==> src/lsr_defs.svh <==
`ifndef LSR_DEFS_SVH
`define LSR_DEFS_SVH

// Register map (byte addresses on the 5-bit register port)
`define LSR_ADDR_MEM_LAST 5'h0f
`define LSR_ADDR_CMD 5'h10
`define LSR_ADDR_BLINK 5'h11
`define LSR_ADDR_SUPPLY 5'h12
`define LSR_ADDR_BASECLK 5'h13
`define LSR_ADDR_FPEN0 5'h14
`define LSR_ADDR_FPEN3 5'h17
`define LSR_ADDR_STATUS 5'h18

// display_command_reg fields
`define LSR_CMD_EN_BIT 0
`define LSR_CMD_BANK_BIT 1
`define LSR_CMD_CLR_BIT 2
`define LSR_CMD_BLANK_BIT 3

// blink_control_reg fields
`define LSR_BLK_ON_BIT 0
`define LSR_BLK_WHOLE_BIT 1
`define LSR_BLK_RATE_LSB 2

// supply_config_reg fields
`define LSR_SUP_FIELD_LSB 0
`define LSR_SUP_BYPASS_BIT 2
`define LSR_SUP_CP_BIT 3

// Reset values
`define LSR_RST_CMD 8'h00
`define LSR_RST_BLINK 8'h00
`define LSR_RST_SUPPLY 8'h00
`define LSR_RST_BASECLK 3'h0

// Timing
`define LSR_SYS_CLK_HZ 50000000
`define LSR_LCD_CLK_HZ 32768
`define LSR_BASE_DIV_MIN 16
`define LSR_STARTUP_TICKS 16
`define LSR_BLINK_DIV_EXP_MIN 5

`endif

==> src/lsr_pkg.sv <==
package lsr_pkg;
  typedef logic [4:0] lsr_addr_t;
  typedef logic [7:0] lsr_byte_t;
  typedef enum logic [1:0] {
    LSR_SUP_INT_VLL2,
    LSR_SUP_INT_VLL3,
    LSR_SUP_EXT_VLCD,
    LSR_SUP_EXT_BIAS
  } lsr_supply_t;
endpackage

==> src/lsr_ctrl.sv <==
// What this block does
// - Each memory bit maps to exactly one panel segment.
// - Bank select 0 reaches on/off data, 1 reaches blink enables.
// - Enabled display and frontplane: stored 1 drives on, 0 drives off.
// - Segment memory is dual ported and usable as plain storage when disabled.
// - Touching the display enable bit leaves memory contents alone.
// - Memory is not initialised on reset; contents undefined until written.
// - Clear zeroes only the bank named by the bank bit in the same write.
// - Blank forces all segments off while timing keeps running.
// - Touching the blank bit leaves memory contents alone.
// - Panel blinks at the 3-bit rate while the blink bit is 1.
// - Blink start or stop waits for the next frame start.
// - Whole-panel select blinks all segments, else only enabled ones.
// - Per-segment blink needs the bit set in both banks.
// - Each memory byte holds two frontplanes, one bit per backplane.
// - Blink divider is base clock over 2 to the 5 plus rate.
// - Two-bit supply field decodes into power switch controls.
// - Buffer enabled only with bypass clear and external switch set.
// - First 16 timebase cycles after pump enable keep the panel drive enable off.
// - Codes 10 and 11 select external supply, 00 and 01 internal.
// - Code 10 asserts the external switch and no other switch.
//
// Local design decisions: the plain strobed port and the placing of the registers.
`include "lsr_defs.svh"
`timescale 1ns/1ps
`default_nettype none

module lsr_ctrl #(
  parameter int unsigned NUM_FP = 32,
  parameter int unsigned NUM_BP = 4,
  parameter int unsigned FRAME_TICKS = 4
) (
  // Clock and reset
  input wire logic sys_clk_in,
  input wire logic reset_n_in,
  // Register port
  input wire lsr_pkg::lsr_addr_t addr_in,
  input wire lsr_pkg::lsr_byte_t wr_data_in,
  input wire logic wr_en_in,
  input wire logic rd_en_in,
  output lsr_pkg::lsr_byte_t rd_data_out,
  // Panel side
  output logic [NUM_FP*NUM_BP-1:0] seg_on_out,
  output logic panel_drive_en_out,
  output logic blink_phase_out,
  // Power switch controls
  output logic int_sw_vll2_out,
  output logic int_sw_vll3_out,
  output logic ext_supply_switch_out,
  output logic buffer_en_out,
  output logic charge_pump_en_out
);
  import lsr_pkg::*;

  localparam int unsigned NUM_SEG = NUM_FP * NUM_BP;
  localparam int unsigned MEM_BYTES = NUM_SEG / 8;
  localparam int unsigned PRESCALE = `LSR_SYS_CLK_HZ / `LSR_LCD_CLK_HZ;
  localparam logic [10:0] PRESCALE_LAST = 11'(PRESCALE - 1);
  localparam logic [4:0] STARTUP_LOAD = 5'(`LSR_STARTUP_TICKS);
  localparam logic [1:0] FRAME_LAST = 2'(FRAME_TICKS - 1);

  // Half of a blink period in base ticks: 2^(5+rate)/2
  function automatic logic [11:0] blink_half(input logic [2:0] rate);
    blink_half = 12'(`LSR_BLINK_DIV_EXP_MIN'(0)) | (12'h001 << (`LSR_BLINK_DIV_EXP_MIN - 1 + rate));
  endfunction

  // Byte view of a flattened bank
  function automatic lsr_byte_t bank_byte(input logic [NUM_SEG-1:0] bank, input logic [3:0] idx);
    bank_byte = bank[idx*8 +: 8];
  endfunction

  // Segment memory, both banks; no reset on purpose
  logic [NUM_SEG-1:0] onoff_mem;
  logic [NUM_SEG-1:0] blinken_mem;

  // Control registers
  logic display_enable_bit_reg;
  logic segment_bank_select_reg;
  logic blank_reg;
  logic blink_bit_reg;
  logic whole_panel_blink_select_reg;
  logic [2:0] blink_rate_field_reg;
  logic [1:0] supply_source_field_reg;
  logic buffer_bypass_bit_reg;
  logic charge_pump_on_bit_reg;
  logic [2:0] base_clock_divider_field_reg;
  logic [NUM_FP-1:0] frontplane_enables_reg;

  // Timing state
  logic [10:0] prescale_reg;
  logic [10:0] base_cnt_reg;
  logic [1:0] frame_cnt_reg;
  logic blink_active_reg;
  logic [11:0] blink_cnt_reg;
  logic blink_off_reg;
  logic cp_prev_reg;
  logic [4:0] startup_cnt_reg;

  // Address decode
  wire mem_hit = (addr_in <= `LSR_ADDR_MEM_LAST);
  wire cmd_hit = (addr_in == `LSR_ADDR_CMD);
  wire blink_hit = (addr_in == `LSR_ADDR_BLINK);
  wire supply_hit = (addr_in == `LSR_ADDR_SUPPLY);
  wire baseclk_hit = (addr_in == `LSR_ADDR_BASECLK);
  wire fpen_hit = (addr_in >= `LSR_ADDR_FPEN0) && (addr_in <= `LSR_ADDR_FPEN3);
  wire status_hit = (addr_in == `LSR_ADDR_STATUS);
  wire [1:0] fpen_idx = addr_in[1:0];
  wire [3:0] mem_idx = addr_in[3:0];

  wire cmd_wr = wr_en_in && cmd_hit;
  wire clear_req = cmd_wr && wr_data_in[`LSR_CMD_CLR_BIT];
  // Clear acts on the bank named in the same write
  wire clear_bank = wr_data_in[`LSR_CMD_BANK_BIT];
  wire mem_wr = wr_en_in && mem_hit;

  // Timebase: lcd clock enable, then waveform base tick
  wire lcd_tick = (prescale_reg == PRESCALE_LAST);
  wire [10:0] base_last = 11'((`LSR_BASE_DIV_MIN << base_clock_divider_field_reg) - 1);
  wire base_tick = lcd_tick && (base_cnt_reg == base_last);
  wire frame_start = base_tick && (frame_cnt_reg == FRAME_LAST);
  wire [11:0] half_last = blink_half(blink_rate_field_reg) - 12'h001;
  wire blink_toggle = blink_active_reg && base_tick && (blink_cnt_reg == half_last);

  // Segment composition
  logic [NUM_SEG-1:0] fp_mask;
  always_comb begin
    for (int i = 0; i < NUM_SEG; i++) begin
      fp_mask[i] = frontplane_enables_reg[i / NUM_BP];
    end
  end
  wire [NUM_SEG-1:0] blink_sel = whole_panel_blink_select_reg ? {NUM_SEG{1'b1}} : blinken_mem;
  wire [NUM_SEG-1:0] blink_kill = (blink_active_reg && blink_off_reg) ? blink_sel : '0;
  wire show = display_enable_bit_reg && !blank_reg;
  wire [NUM_SEG-1:0] seg_next = show ? (onoff_mem & fp_mask & ~blink_kill) : '0;
  wire startup_busy = (startup_cnt_reg != 5'h00);
  wire panel_next = display_enable_bit_reg && !startup_busy;

  // Supply decode
  wire lsr_supply_t sup = lsr_supply_t'(supply_source_field_reg);
  wire sw2_next = (sup == LSR_SUP_INT_VLL2);
  wire sw3_next = (sup == LSR_SUP_INT_VLL3);
  wire ext_next = (sup == LSR_SUP_EXT_VLCD);
  wire buf_next = !buffer_bypass_bit_reg && ext_next;

  // Readback
  wire [7:0] status_byte = {5'h00, startup_busy, blink_off_reg, blink_active_reg};
  wire [7:0] cmd_byte = {4'h0, blank_reg, 1'b0, segment_bank_select_reg, display_enable_bit_reg};
  wire [7:0] blink_byte = {3'h0, blink_rate_field_reg, whole_panel_blink_select_reg,
                           blink_bit_reg};
  wire [7:0] supply_byte = {4'h0, charge_pump_on_bit_reg, buffer_bypass_bit_reg,
                            supply_source_field_reg};
  wire [7:0] mem_byte = segment_bank_select_reg ? bank_byte(blinken_mem, mem_idx)
                                                : bank_byte(onoff_mem, mem_idx);
  logic [7:0] rd_next;
  always_comb begin
    if (mem_hit) begin
      rd_next = mem_byte;
    end else if (cmd_hit) begin
      rd_next = cmd_byte;
    end else if (blink_hit) begin
      rd_next = blink_byte;
    end else if (supply_hit) begin
      rd_next = supply_byte;
    end else if (baseclk_hit) begin
      rd_next = {5'h00, base_clock_divider_field_reg};
    end else if (fpen_hit) begin
      rd_next = frontplane_enables_reg[fpen_idx*8 +: 8];
    end else if (status_hit) begin
      rd_next = status_byte;
    end else begin
      rd_next = 8'h00;
    end
  end

  // Memory writes; only data writes and clear touch it
  always_ff @(posedge sys_clk_in) begin
    if (clear_req && !clear_bank) begin
      onoff_mem <= '0;
    end else if (mem_wr && !segment_bank_select_reg) begin
      onoff_mem[mem_idx*8 +: 8] <= wr_data_in;
    end
    if (clear_req && clear_bank) begin
      blinken_mem <= '0;
    end else if (mem_wr && segment_bank_select_reg) begin
      blinken_mem[mem_idx*8 +: 8] <= wr_data_in;
    end
  end

  // Control registers; command writes reach the memory only through the clear bit
  always_ff @(posedge sys_clk_in or negedge reset_n_in) begin
    if (!reset_n_in) begin
      {blank_reg, segment_bank_select_reg, display_enable_bit_reg} <= 3'h0;
      {blink_rate_field_reg, whole_panel_blink_select_reg, blink_bit_reg} <= 5'h00;
      {charge_pump_on_bit_reg, buffer_bypass_bit_reg, supply_source_field_reg} <= 4'h0;
      base_clock_divider_field_reg <= `LSR_RST_BASECLK;
      frontplane_enables_reg <= '0;
    end else if (wr_en_in) begin
      if (cmd_hit) begin
        display_enable_bit_reg <= wr_data_in[`LSR_CMD_EN_BIT];
        segment_bank_select_reg <= wr_data_in[`LSR_CMD_BANK_BIT];
        blank_reg <= wr_data_in[`LSR_CMD_BLANK_BIT];
      end else if (blink_hit) begin
        blink_bit_reg <= wr_data_in[`LSR_BLK_ON_BIT];
        whole_panel_blink_select_reg <= wr_data_in[`LSR_BLK_WHOLE_BIT];
        blink_rate_field_reg <= wr_data_in[`LSR_BLK_RATE_LSB +: 3];
      end else if (supply_hit) begin
        supply_source_field_reg <= wr_data_in[`LSR_SUP_FIELD_LSB +: 2];
        buffer_bypass_bit_reg <= wr_data_in[`LSR_SUP_BYPASS_BIT];
        charge_pump_on_bit_reg <= wr_data_in[`LSR_SUP_CP_BIT];
      end else if (baseclk_hit) begin
        base_clock_divider_field_reg <= wr_data_in[2:0];
      end else if (fpen_hit) begin
        frontplane_enables_reg[fpen_idx*8 +: 8] <= wr_data_in;
      end
    end
  end

  // Timebase keeps running under blank
  always_ff @(posedge sys_clk_in or negedge reset_n_in) begin
    if (!reset_n_in) begin
      prescale_reg <= 11'h000;
      base_cnt_reg <= 11'h000;
      frame_cnt_reg <= 2'h0;
    end else begin
      prescale_reg <= lcd_tick ? 11'h000 : prescale_reg + 11'h001;
      if (lcd_tick) begin
        base_cnt_reg <= (base_cnt_reg >= base_last) ? 11'h000 : base_cnt_reg + 11'h001;
      end
      if (base_tick) begin
        frame_cnt_reg <= (frame_cnt_reg == FRAME_LAST) ? 2'h0 : frame_cnt_reg + 2'h1;
      end
    end
  end

  // Blink engine
  always_ff @(posedge sys_clk_in or negedge reset_n_in) begin
    if (!reset_n_in) begin
      blink_active_reg <= 1'b0;
      blink_cnt_reg <= 12'h000;
      blink_off_reg <= 1'b0;
    end else begin
      if (frame_start) begin
        blink_active_reg <= blink_bit_reg;
      end
      if (!blink_active_reg) begin
        blink_cnt_reg <= 12'h000;
        blink_off_reg <= 1'b0;
      end else if (blink_toggle) begin
        blink_cnt_reg <= 12'h000;
        blink_off_reg <= !blink_off_reg;
      end else if (base_tick) begin
        // A rate lowered mid-phase wraps here rather than running on
        blink_cnt_reg <= (blink_cnt_reg > half_last) ? 12'h000 : blink_cnt_reg + 12'h001;
      end
    end
  end

  // Startup blanking after charge pump enable
  always_ff @(posedge sys_clk_in or negedge reset_n_in) begin
    if (!reset_n_in) begin
      cp_prev_reg <= 1'b0;
      startup_cnt_reg <= 5'h00;
    end else begin
      cp_prev_reg <= charge_pump_on_bit_reg;
      if (charge_pump_on_bit_reg && !cp_prev_reg) begin
        startup_cnt_reg <= STARTUP_LOAD;
      end else if (startup_busy && base_tick) begin
        startup_cnt_reg <= startup_cnt_reg - 5'h01;
      end
    end
  end

  // Registered outputs
  always_ff @(posedge sys_clk_in or negedge reset_n_in) begin
    if (!reset_n_in) begin
      rd_data_out <= 8'h00;
      seg_on_out <= '0;
      panel_drive_en_out <= 1'b0;
      blink_phase_out <= 1'b0;
      {int_sw_vll2_out, int_sw_vll3_out, ext_supply_switch_out} <= 3'h0;
      buffer_en_out <= 1'b0;
      charge_pump_en_out <= 1'b0;
    end else begin
      rd_data_out <= rd_en_in ? rd_next : 8'h00;
      seg_on_out <= seg_next;
      panel_drive_en_out <= panel_next;
      blink_phase_out <= blink_off_reg;
      int_sw_vll2_out <= sw2_next;
      int_sw_vll3_out <= sw3_next;
      ext_supply_switch_out <= ext_next;
      buffer_en_out <= buf_next;
      charge_pump_en_out <= charge_pump_on_bit_reg;
    end
  end

  AST_BUF_EN: assert property (@(posedge sys_clk_in) disable iff (!reset_n_in)
    buffer_en_out |-> $past(supply_source_field_reg == 2'b10 && !buffer_bypass_bit_reg))
    else $error("buffer enabled without external switch and clear bypass");

  AST_EXT_ONLY: assert property (@(posedge sys_clk_in) disable iff (!reset_n_in)
    ext_supply_switch_out |-> !int_sw_vll2_out && !int_sw_vll3_out)
    else $error("external switch not alone");

  AST_EXT_CODE: assert property (@(posedge sys_clk_in) disable iff (!reset_n_in)
    supply_source_field_reg[1] |=> !int_sw_vll2_out && !int_sw_vll3_out)
    else $error("internal switch on with external code");

  AST_STARTUP_LOAD: assert property (@(posedge sys_clk_in) disable iff (!reset_n_in)
    $rose(charge_pump_on_bit_reg) |=> startup_cnt_reg == 5'h10)
    else $error("startup count not loaded to 16");

  AST_STARTUP_OFF: assert property (@(posedge sys_clk_in) disable iff (!reset_n_in)
    startup_cnt_reg != 5'h00 |=> !panel_drive_en_out)
    else $error("panel driven during startup blanking");

  AST_BLANK: assert property (@(posedge sys_clk_in) disable iff (!reset_n_in)
    blank_reg |=> seg_on_out == '0)
    else $error("segment on while blanked");

  AST_CLEAR: assert property (@(posedge sys_clk_in) disable iff (!reset_n_in)
    clear_req && !clear_bank |=> onoff_mem == '0 && $stable(blinken_mem))
    else $error("clear hit the wrong bank");

  AST_DEFER: assert property (@(posedge sys_clk_in) disable iff (!reset_n_in)
    $changed(blink_active_reg) |-> $past(frame_start))
    else $error("blink state changed outside frame start");

  AST_HALF: assert property (@(posedge sys_clk_in) disable iff (!reset_n_in)
    blink_active_reg && $changed(blink_off_reg) |-> $past(blink_cnt_reg) == $past(half_last))
    else $error("blink phase length wrong");

  AST_MEM_READ: assert property (@(posedge sys_clk_in) disable iff (!reset_n_in)
    rd_en_in && mem_hit && !segment_bank_select_reg |=> rd_data_out == $past(mem_byte))
    else $error("memory readback mismatch");

endmodule

`default_nettype wire

==> config.mk <==
export PLATFORM = sky130hd
export DESIGN_NAME = lsr_ctrl
export DESIGN_NICKNAME = d
export VERILOG_FILES = /design/src/lsr_pkg.sv /design/src/lsr_ctrl.sv
export VERILOG_INCLUDE_DIRS = /design/src
export SDC_FILE = /design/constraint.sdc
export NUM_CORES = 1
export LEC_CHECK = 0
export BUFFER_PORTS_ARGS = -buffer_cell sky130_fd_sc_hd__buf_2
export CORE_MARGIN = 3
export CORE_UTILIZATION = 45
export DETAILED_ROUTE_END_ITERATION = 8
export PLACE_DENSITY = 0.74
export SYNTH_ARGS = -nofsm -noshare
export SYNTH_HDL_FRONTEND = slang
export SYNTH_SLANG_ARGS = --single-unit
export TNS_END_PERCENT = 5
==> constraint.sdc <==
create_clock -name sys_clk_in -period 2.2 [get_ports sys_clk_in]
set_input_delay 0.11 -clock sys_clk_in [delete_from_list [all_inputs] [get_ports sys_clk_in]]
set_output_delay 0.11 -clock sys_clk_in [all_outputs]
set_load 0.005 [all_outputs]
==> impl_metrics.env, run 1 <==
export IMPL_finalNonFillerCells=3325
export IMPL_synth_area_um2=22100
export IMPL_antenna_found_initial=1
export IMPL_period_minus_slack_ns=2.27
export IMPL_dieArea_um2=51800
export IMPL_yosysUniqueCellTypes=74
export IMPL_worst_hold_path_endpoint="frontplane_enables_reg[17]$_DFFE_PN0P_"
export IMPL_dp_hpwl_um=55400
export IMPL_max_freq_mhz=440
export IMPL_cts_tree="done"
export IMPL_grt_pass1_wl_um=116000
export IMPL_synth_edf_count=0
export IMPL_crit_path_end_kind="flip-flop"
export IMPL_post_place_ws_ns=-0.197
export IMPL_numCtsBuffers=51
export IMPL_wl_met1_um=30100
export IMPL_clk_latency_ns=0.61
export IMPL_synth_async_sr_flop_share_pct=47.6
export IMPL_met3_length_um=6920
export IMPL_setup_viol=4
export IMPL_io_buffers=159
export IMPL_seq_area_frac_synth_pct=49.5
export IMPL_fin_area_um2=27300
export IMPL_fp_dieW_um=228
export IMPL_cts_sinks=489
export IMPL_relSlewSlack_pct=51.4
export IMPL_min_from="wr_data_in[1]"
export IMPL_cts_htree_levels=2
export IMPL_start_util_pct=45.9
export IMPL_wl_met2_um=35900
export IMPL_reg2reg_to="blink_cnt_reg[9]$_DFFE_PN0P_"
export IMPL_path_clk_slew_ns=0.06
export IMPL_rrSetupSlack_ns=-0.07
export IMPL_grt_pass1_vias=19300
export IMPL_yosysWarnings=0
export IMPL_rr_worst_depth=10
export IMPL_grt_ovfl_total=0
export IMPL_rows=80
export IMPL_worstPathRequired_ns=2.72
export IMPL_r2r_start="blink_rate_field_reg[1]$_DFFE_PN0P_"
export IMPL_worstSetupPathType="flip-flop to flip-flop"
export IMPL_syn_mean_instance_area_um2=9.39
export IMPL_synthFlopType="dfxtp_1"
export IMPL_hold_path_class="input pin to flip-flop"
export IMPL_grt_usage_pct=29.6
export IMPL_power_leakage_nw=11.9
export IMPL_core_area_um2=48100
export IMPL_outcome="complete, but fails checks"
export IMPL_io_pins=160
export IMPL_syn_inst=2356
export IMPL_layout_commonest_cell="nand2_1"
export IMPL_wl_um=77400
export IMPL_total_power_mw=21.2
export IMPL_fin_ws_ns=-0.0706
export IMPL_drc_errors=0
export IMPL_final_hold_viol_count=0
export IMPL_critPathMaxFanout=5
export IMPL_post_dp_cell_area_um2=25000
export IMPL_grt_setup_unrepaired="yes"
export IMPL_top_regs="blinken_mem x128, onoff_mem x128, seg_on_out x128"
export IMPL_cts_buffer_depth=3
export IMPL_peakVddDrop_mv=0.669
export IMPL_dr_first_iter_drc_count=2281
export IMPL_hold_depth=4
export IMPL_place_congestion=1.09
export IMPL_critPathLaunchType="flip-flop"
export IMPL_violations="negative setup slack"
export IMPL_drv_slew=0
export IMPL_via_per_inst=6.01
export IMPL_ys_ff_latch=489
export IMPL_synth_top_area_share_pct=26.4
export IMPL_wl_per_cell_um=23.3
export IMPL_area_delta_synth_final_pct=23.4
export IMPL_ant_nets=0
export IMPL_highest_layer="met4"
export IMPL_final_nets=2672
export IMPL_skew_ns=0.0248
export IMPL_synth_top_cell_by_area="dfrtp_1"
export IMPL_arrival_ns=2.79
export IMPL_final_util_pct=56.7
export IMPL_grt_max_degree=79
export IMPL_vias=20000
export IMPL_fin_crit_sh_pct=103
export IMPL_drive_gt1_share_pct=23.4
export IMPL_drtPass1Iterations=9
export IMPL_powerDensity_nw_per_um2=776
export IMPL_dp_cells=3215
export IMPL_worst_pin_slew_ns=0.730
export IMPL_die_h_um=228
export IMPL_cts_root_buf="clkbuf_16"
export IMPL_layout_common_cells="387 x nand2_1, 336 x o21ai_0, 256 x dfxtp_1"
export IMPL_yosys_top_cells_area="dfrtp_1 26%, dfxtp_1 23%, o21ai_0 7.7%, mux4_2 7.3%, nand2_1 6.6%"
export IMPL_drv_cap=0
[area by class of cell]
type                    instances  area [um2]
inverters                      21        78.8
clock buffers                  73        1510
well taps                     656         821
flip-flops and latches        489       11000
clock inverters                23         385
multi-input cells            1676       10600
fillers                      4088       20900
repair buffers                385        2900
diodes                          2        5.00
[cell usage after synthesis, types with 12 or more instances]
cell and count:
clkbuf_1 121, buf_2 37, nand2_1 388, mux2_2 14
ha_1 31, and2_1 47, mux2i_1 37, a21oi_1 62
dfrtp_1 233, o21ai_0 339, inv_1 20, nand3_1 190
and3_1 136, nor2_1 121, nand2b_1 12, o31ai_1 41
nor3_1 22, mux4_2 72, dfxtp_1 256, nand4_1 14
[repair_timing]
action / 4_1_cts / 5_1_grt
setup buffers: 2 / 1
hold buffers: 9 / 0
resized for setup: 17 / 37
endpoints found under the hold margin: 124 / 0
endpoints found under the setup margin: 24 / 40
pin swaps: 5 / 21
[per-stage QoR]
step,setup TNS [ns],hold WS [ns]
6_report,-0.198,0.0444
3_3_place_gp,-1.45,0.171
4_1_cts,-0.0292,0.0119
5_1_grt,-1.06,0.0507
3_5_place_dp,-3.43,0.169
2_1_floorplan,-0.209,-0.186
[critical path: stages (launching register included)]
cell and delay, ns:
dfrtp_2 0.45, nand2_2 0.11, ha_4 0.21, a21o_1 0.17, a21o_1 0.16, a211oi_2 0.26, o221ai_2 0.16, buf_4 0.18
buf_6 0.12, o31a_1 0.29, o21ai_1 0.08
[cell families after synthesis]
family	count (synthesis)	share of synthesized area (%)
and+or+nand+nor	983	21.2
adders and majority gates	31	1.75
AOI/OAI and AO/OA	522	13.6
DFF	489	49.5
buffers and inverters	193	3.61
other	2	0.0340
xor gates and xnor gates	13	0.515
muxes	123	9.72
[how the worst max path moves through the flow]
stage	to	slack (ns)	startpoint	cells past startpoint
CTS	blink_cnt_reg[2]$_DFFE_PN0P_	-0.02	blink_rate_field_reg[1]$_DFFE_PN0P_	9
global placement	blink_cnt_reg[2]$_DFFE_PN0P_	-0.15	blink_rate_field_reg[1]$_DFFE_PN0P_	9
finish	blink_cnt_reg[9]$_DFFE_PN0P_	-0.07	blink_rate_field_reg[1]$_DFFE_PN0P_	10
global route	blink_cnt_reg[9]$_DFFE_PN0P_	-0.15	blink_rate_field_reg[1]$_DFFE_PN0P_	10
detailed placement	blink_cnt_reg[2]$_DFFE_PN0P_	-0.20	blink_rate_field_reg[1]$_DFFE_PN0P_	9
floorplan	startup_cnt_reg[4]$_DFFE_PN0P_	-0.04	base_clock_divider_field_reg[2]$_DFFE_PN0P_	9
[where the power goes]
| group | total, mW | switching (mW) | internal [mW] |
|---|---|---|---|
| logic | 2.06 | 1.27 | 0.789 |
| clock network | 9.66 | 3.78 | 5.87 |
| registers | 9.44 | 0.255 | 9.19 |
| total | 21.2 | 5.31 | 15.9 |
[layer usage]
layer	vias to the layer above	global-route usage (%)
li1	8896	-
met4	0	15.0
met1	9670	38.5
met5	-	0
met3	243	5.10
met2	1182	47.8
Power figures use the tool's default switching activity.
==> inputs of run 2 (changes only) <==
Settings changed: PLACE_DENSITY 0.74 to 0.71.
Clock period 2.2 ns to 2.3 ns, I/O delays scaled along.
==> run 2 against run 1 <==
  * The flow now finishes without violations
  * Sequential power fell by 4.4%
  * Critical path depth fell by 1
  * Final area fell by 2.6%
  * Critical endpoint is now blink_cnt_reg[2]$_DFFE_PN0P_
  * Clock power fell by 15%
  * Global-route usage rose by 0.13 points
  * Hold slack improved by 0.010 ns
  * Final cell count fell by 1.1%
  * Sequential share of layout area rose by 1.1 points
  * Total power fell by 9.6%
  * Fmax rose by 2.3%
  * Register-to-register slack improved by 0.15 ns
==> impl_metrics.env, run 2 (synthesized netlist as in run 1, its figures left out) <==
export IMPL_setup_viol=0
export IMPL_numCtsBuffers=50
export IMPL_path_clk_slew_ns=0.06
export IMPL_dr_first_iter_drc_count=2113
export IMPL_grt_use_met1_pct=39.0
export IMPL_powerDensity_nw_per_um2=720
export IMPL_arrival_ns=2.73
export IMPL_met3_usage_pct=5.18
export IMPL_critPathLaunchType="flip-flop"
export IMPL_fill_cells=4217
export IMPL_worst_pin_slew_ns=0.679
export IMPL_multi_input_area_um2=10500
export IMPL_drv_cap=0
export IMPL_dieArea_um2=51800
export IMPL_holdWs_ns=0.0545
export IMPL_crit_path_end_kind="flip-flop"
export IMPL_antenna_found_initial=7
export IMPL_io_pins=160
export IMPL_drive_gt1_share_pct=21.9
export IMPL_met2_usage_pct=46.6
export IMPL_grt_max_degree=129
export IMPL_critPathMaxFanout=4
export IMPL_peakVddDrop_mv=0.568
export IMPL_hold_path_class="input pin to flip-flop"
export IMPL_final_nets=2637
export IMPL_cts_tree="done"
export IMPL_final_hold_viol_count=0
export IMPL_cts_buffer_depth=3
export IMPL_period_minus_slack_ns=2.22
export IMPL_start_util_pct=45.9
export IMPL_drtPass1Iterations=6
export IMPL_drv_slew=0
export IMPL_grt_pass1_wl_um=117000
export IMPL_grt_usage_pct=29.7
export IMPL_layout_commonest_cell="nand2_1"
export IMPL_wl_per_cell_um=23.5
export IMPL_fp_dieW_um=228
export IMPL_skew_ns=0.0206
export IMPL_finalNonFillerCells=3289
export IMPL_layout_common_cells="388 x nand2_1, 334 x o21ai_0, 256 x dfxtp_1"
export IMPL_via_per_inst=6.00
export IMPL_die_h_um=228
export IMPL_seq_area_um2=11000
export IMPL_final_util_pct=55.2
export IMPL_outcome="completed"
export IMPL_cts_sinks=489
export IMPL_core_area_um2=48100
export IMPL_place_congestion=1.08
export IMPL_fin_crit_sh_pct=96.5
export IMPL_dp_hpwl_um=55300
export IMPL_worstSetupPathType="flip-flop to flip-flop"
export IMPL_ant_nets=0
export IMPL_power_leakage_nw=11.6
export IMPL_grt_busiest_layer="met2"
export IMPL_clk_latency_ns=0.61
export IMPL_cts_htree_levels=2
export IMPL_cts_root_buf="clkbuf_16"
export IMPL_io_buffers=159
export IMPL_grt_pass1_vias=19200
export IMPL_max_freq_mhz=450
export IMPL_wl_um=77200
export IMPL_rows=80
export IMPL_grt_ovfl_total=0
export IMPL_drc_errors=0
export IMPL_dp_cells=3180
export IMPL_top_regs="blinken_mem x128, onoff_mem x128, seg_on_out x128"
export IMPL_grt_setup_unrepaired="yes"
export IMPL_vias=19700
export IMPL_area_delta_synth_final_pct=20.1
export IMPL_worstPathRequired_ns=2.81
export IMPL_relSlewSlack_pct=54.8
[run 2: cell types whose count changed in the layout (fill, tap and decap cells not counted), sizes merged]
cell	previous run	this run
diode	2	3
clkinvlp	3	10
buf	376	342
clkbuf	73	60
bufinv	9	4
inv	25	21
clkinv	7	19
[run 2: layer usage]
metal,share of wire (%),vias to the layer above
met3,8.7,240
li1,-,8819
met4,6.3,4
met5,0.035,-
met1,39,9627
met2,46,1031
[run 2: worst paths after layout]
kind | start | endpoint | slack (ns) | cells past startpoint
min in group asynchronous | reset_n_in | blink_cnt_reg[8]$_DFFE_PN0P_ | 0.07 | 2
worst min register to register | blinken_mem[77]$_SDFFE_PP0P_ | blinken_mem[77]$_SDFFE_PP0P_ | 0.47 | 2
max in group asynchronous | reset_n_in | frontplane_enables_reg[15]$_DFFE_PN0P_ | 1.47 | 3
worst min-delay path | wr_data_in[4] | blinken_mem[4]$_SDFFE_PP0P_ | 0.05 | 3
worst max register to register | blink_rate_field_reg[1]$_DFFE_PN0P_ | blink_cnt_reg[2]$_DFFE_PN0P_ | 0.08 | 9
worst max-delay path | blink_rate_field_reg[1]$_DFFE_PN0P_ | blink_cnt_reg[2]$_DFFE_PN0P_ | 0.08 | 9
[run 2: stage by stage]
step / setup WS (ns) / TNS (ns) / total power, mW / instance area, um2
5_1_grt: -0.0437 / -0.164 / 19.8 / 26600
4_1_cts: -0.0185 / -0.0670 / 19.2 / 26400
6_report: 0.0801 / 0 / 19.1 / 26600
2_1_floorplan: -0.0614 / -0.311 / 10.1 / 22100
3_3_place_gp: -0.0784 / -0.203 / 10.9 / 24700
3_5_place_dp: -0.166 / -1.72 / 11.0 / 24700
[run 2: report_power, final]
group          switching, mW  internal (mW)  total (mW)  leakage [nW]
clock network           3.54           4.69        8.23         0.800
registers              0.235           8.79        9.02          5.27
logic                   1.20          0.674        1.88          5.49
[run 2: cell type report]
class	count	area share [%]
flip-flops and latches	489	41.3
multi-input cells	1676	39.5
repair buffers	351	9.52
clock buffers	60	5.12
well taps	656	3.09
clock inverters	33	1.14
inverters	21	0.297
diodes	3	0.0283
[run 2: worst max-delay path, stage by stage (launching register included)]
cell and delay, ns:
dfrtp_1 0.41, nand2_1 0.12, ha_4 0.21, a21o_1 0.15
a21o_1 0.18, a211oi_2 0.21, o221ai_2 0.14, buf_4 0.16
or3b_2 0.43, o211ai_1 0.10
[run 2: repair_timing]
item | in CTS | in global routing
buffers inserted | 0 | 3
gates resized for setup | 6 | 30
gates cloned | 0 | 1
setup endpoints to repair | 21 | 29
hold buffers | 9 | 0
pin swaps | 0 | 8
endpoints found under the hold margin | 195 | 0
==> inputs of run 3 (changes only) <==
Settings changed: PLACE_DENSITY 0.71 to 0.67.
==> run 3 against run 2 <==
  * Register-to-register slack lost 0.04 ns
  * Highest routed layer unchanged
  * Fmax is 1.6% lower
  * Final area up 1.4%
==> impl_metrics.env, run 3 (synthesized netlist as in run 1, its figures left out) <==
export IMPL_grt_pass1_vias=18800
export IMPL_wl_um=77600
export IMPL_rr_worst_depth=8
export IMPL_final_hold_viol_count=0
export IMPL_fin_crit_sh_pct=98.1
export IMPL_ant_nets=0
export IMPL_min_from="wr_en_in"
export IMPL_max_freq_mhz=443
export IMPL_crit_start="segment_bank_select_reg$_DFFE_PN0P_"
export IMPL_hold_depth=4
export IMPL_multi_input_area_um2=10500
export IMPL_drive_gt1_share_pct=22.2
export IMPL_relSlewSlack_pct=48.4
export IMPL_via_per_inst=5.96
export IMPL_worst_pin_slew_ns=0.774
export IMPL_grt_pass1_wl_um=116000
export IMPL_dieArea_um2=51800
export IMPL_fill_cells=4187
export IMPL_worstPathRequired_ns=2.78
export IMPL_outcome="completed"
export IMPL_start_util_pct=45.9
export IMPL_cts_root_buf="clkbuf_16"
export IMPL_powerDensity_nw_per_um2=761
export IMPL_grt_ovfl_total=0
export IMPL_final_setup_tns_ns=0
export IMPL_cts_sinks=489
export IMPL_total_power_mw=20.5
export IMPL_r2r_start="segment_bank_select_reg$_DFFE_PN0P_"
export IMPL_drc_errors=0
export IMPL_io_buffers=159
export IMPL_drv_cap=0
export IMPL_place_congestion=1.06
export IMPL_io_pins=160
export IMPL_grt_usage_pct=29.7
export IMPL_hold_path_class="input pin to flip-flop"
export IMPL_slowest_delay_ns=0.57
export IMPL_fp_dieW_um=228
export IMPL_layout_commonest_cell="nand2_1"
export IMPL_seq_area_um2=11000
export IMPL_numCtsBuffers=52
export IMPL_skew_ns=0.0248
export IMPL_holdWs_ns=0.0564
export IMPL_path_buf_inv=3
export IMPL_crit_end="blinken_mem[100]$_SDFFE_PP0P_"
export IMPL_die_h_um=228
export IMPL_period_minus_slack_ns=2.26
export IMPL_clk_latency_ns=0.62
export IMPL_cts_tree="done"
export IMPL_dr_first_iter_drc_count=1943
export IMPL_crit_path_end_kind="flip-flop"
export IMPL_rrSetupSlack_ns=0.04
export IMPL_antenna_found_initial=3
export IMPL_peakVddDrop_mv=0.520
export IMPL_critPathLaunchType="flip-flop"
export IMPL_cts_buffer_depth=3
export IMPL_vias=19700
export IMPL_wl_per_cell_um=23.5
export IMPL_cp_slowest_cell="dfrtp_2"
export IMPL_worstSetupPathType="flip-flop to flip-flop"
export IMPL_power_leakage_nw=11.8
export IMPL_path_cells="inv_2, a2111oi_4, buf_4, nand3b_1, or3_1, buf_12, nand3_1, o21ai_2"
export IMPL_path_clk_slew_ns=0.06
export IMPL_reg2reg_to="blinken_mem[100]$_SDFFE_PP0P_"
export IMPL_layout_common_cells="388 x nand2_1, 338 x o21ai_0, 256 x dfxtp_1"
export IMPL_drv_slew=0
export IMPL_rows=80
export IMPL_path_depth=8
export IMPL_critPathMaxFanout=16
export IMPL_dp_hpwl_um=56300
export IMPL_core_area_um2=48100
export IMPL_setup_viol=0
export IMPL_cts_htree_levels=2
export IMPL_crit_family="simple AND/OR/NAND/NOR gates"
export IMPL_drtPass1Iterations=6
export IMPL_grt_max_degree=81
export IMPL_final_nets=2645
export IMPL_arrival_ns=2.74
export IMPL_top_regs="blinken_mem x128, onoff_mem x128, seg_on_out x128"
export IMPL_area_delta_synth_final_pct=21.7
-- run 3: cell type report --
class,instances,area share (%)
diodes,2,0.0186
clock buffers,67,5.57
clock inverters,31,1.77
inverters,21,0.293
multi-input cells,1676,39.0
flip-flops and latches,489,40.7
well taps,656,3.05
repair buffers,357,9.58
-- run 3: worst min-delay path by stage --
stage,slack (ns),end
6_report,0.06,segment_bank_select_reg$_DFFE_PN0P_
5_1_grt,0.06,onoff_mem[65]$_SDFFE_PP0P_
4_1_cts,0.04,frontplane_enables_reg[17]$_DFFE_PN0P_
3_5_place_dp,0.14,seg_on_out[35]$_DFF_PN0_
3_3_place_gp,0.13,seg_on_out[45]$_DFF_PN0_
2_1_floorplan,-0.18,base_clock_divider_field_reg[0]$_DFFE_PN0P_
-- run 3: per-layer routing --
layer / part of all wire [%] / GRT usage (%)
met5: 0.017 / 0
met4: 5.5 / 15.7
met3: 8.2 / 5.27
met2: 46 / 47.7
met1: 40 / 38.7
-- run 3: worst register-to-register path, cell delays in order (launching register included) --
cell and delay [ns]:
dfrtp_2 0.57, inv_2 0.14, a2111oi_4 0.28, buf_4 0.20, nand3b_1 0.16, or3_1 0.43
buf_12 0.19, nand3_1 0.11, o21ai_2 0.06
-- run 3: repair_timing --
item,in CTS,in global routing
endpoints found under the setup margin,33,43
gates resized for setup,5,19
buffers inserted,2,1
gates cloned,0,0
hold buffers,9,0
endpoints found under the hold margin,179,0
pin swaps,1,6
-- run 3: through the flow --
stage / area, um2 / utilization, % / instances / setup WS (ns)
detailed placement: 24700 / 51.4 / 3188 / -0.113
finish: 26900 / 55.9 / 3299 / 0.0441
floorplan: 22100 / - / 2358 / -0.0614
CTS: 26800 / 55.7 / 3297 / -0.0229
global route: 26900 / 55.9 / 3299 / -0.0436
global placement: 24700 / 51.4 / 3188 / -0.0885
-- run 3: where the power goes --
group          total (mW)  leakage (nW)  switching [mW]  internal, mW
Clock                9.53         0.975            3.65          5.87
Sequential           9.04          5.27           0.254          8.79
Combinational        1.90          5.52            1.20         0.704
Total                20.5          11.8            5.11          15.4
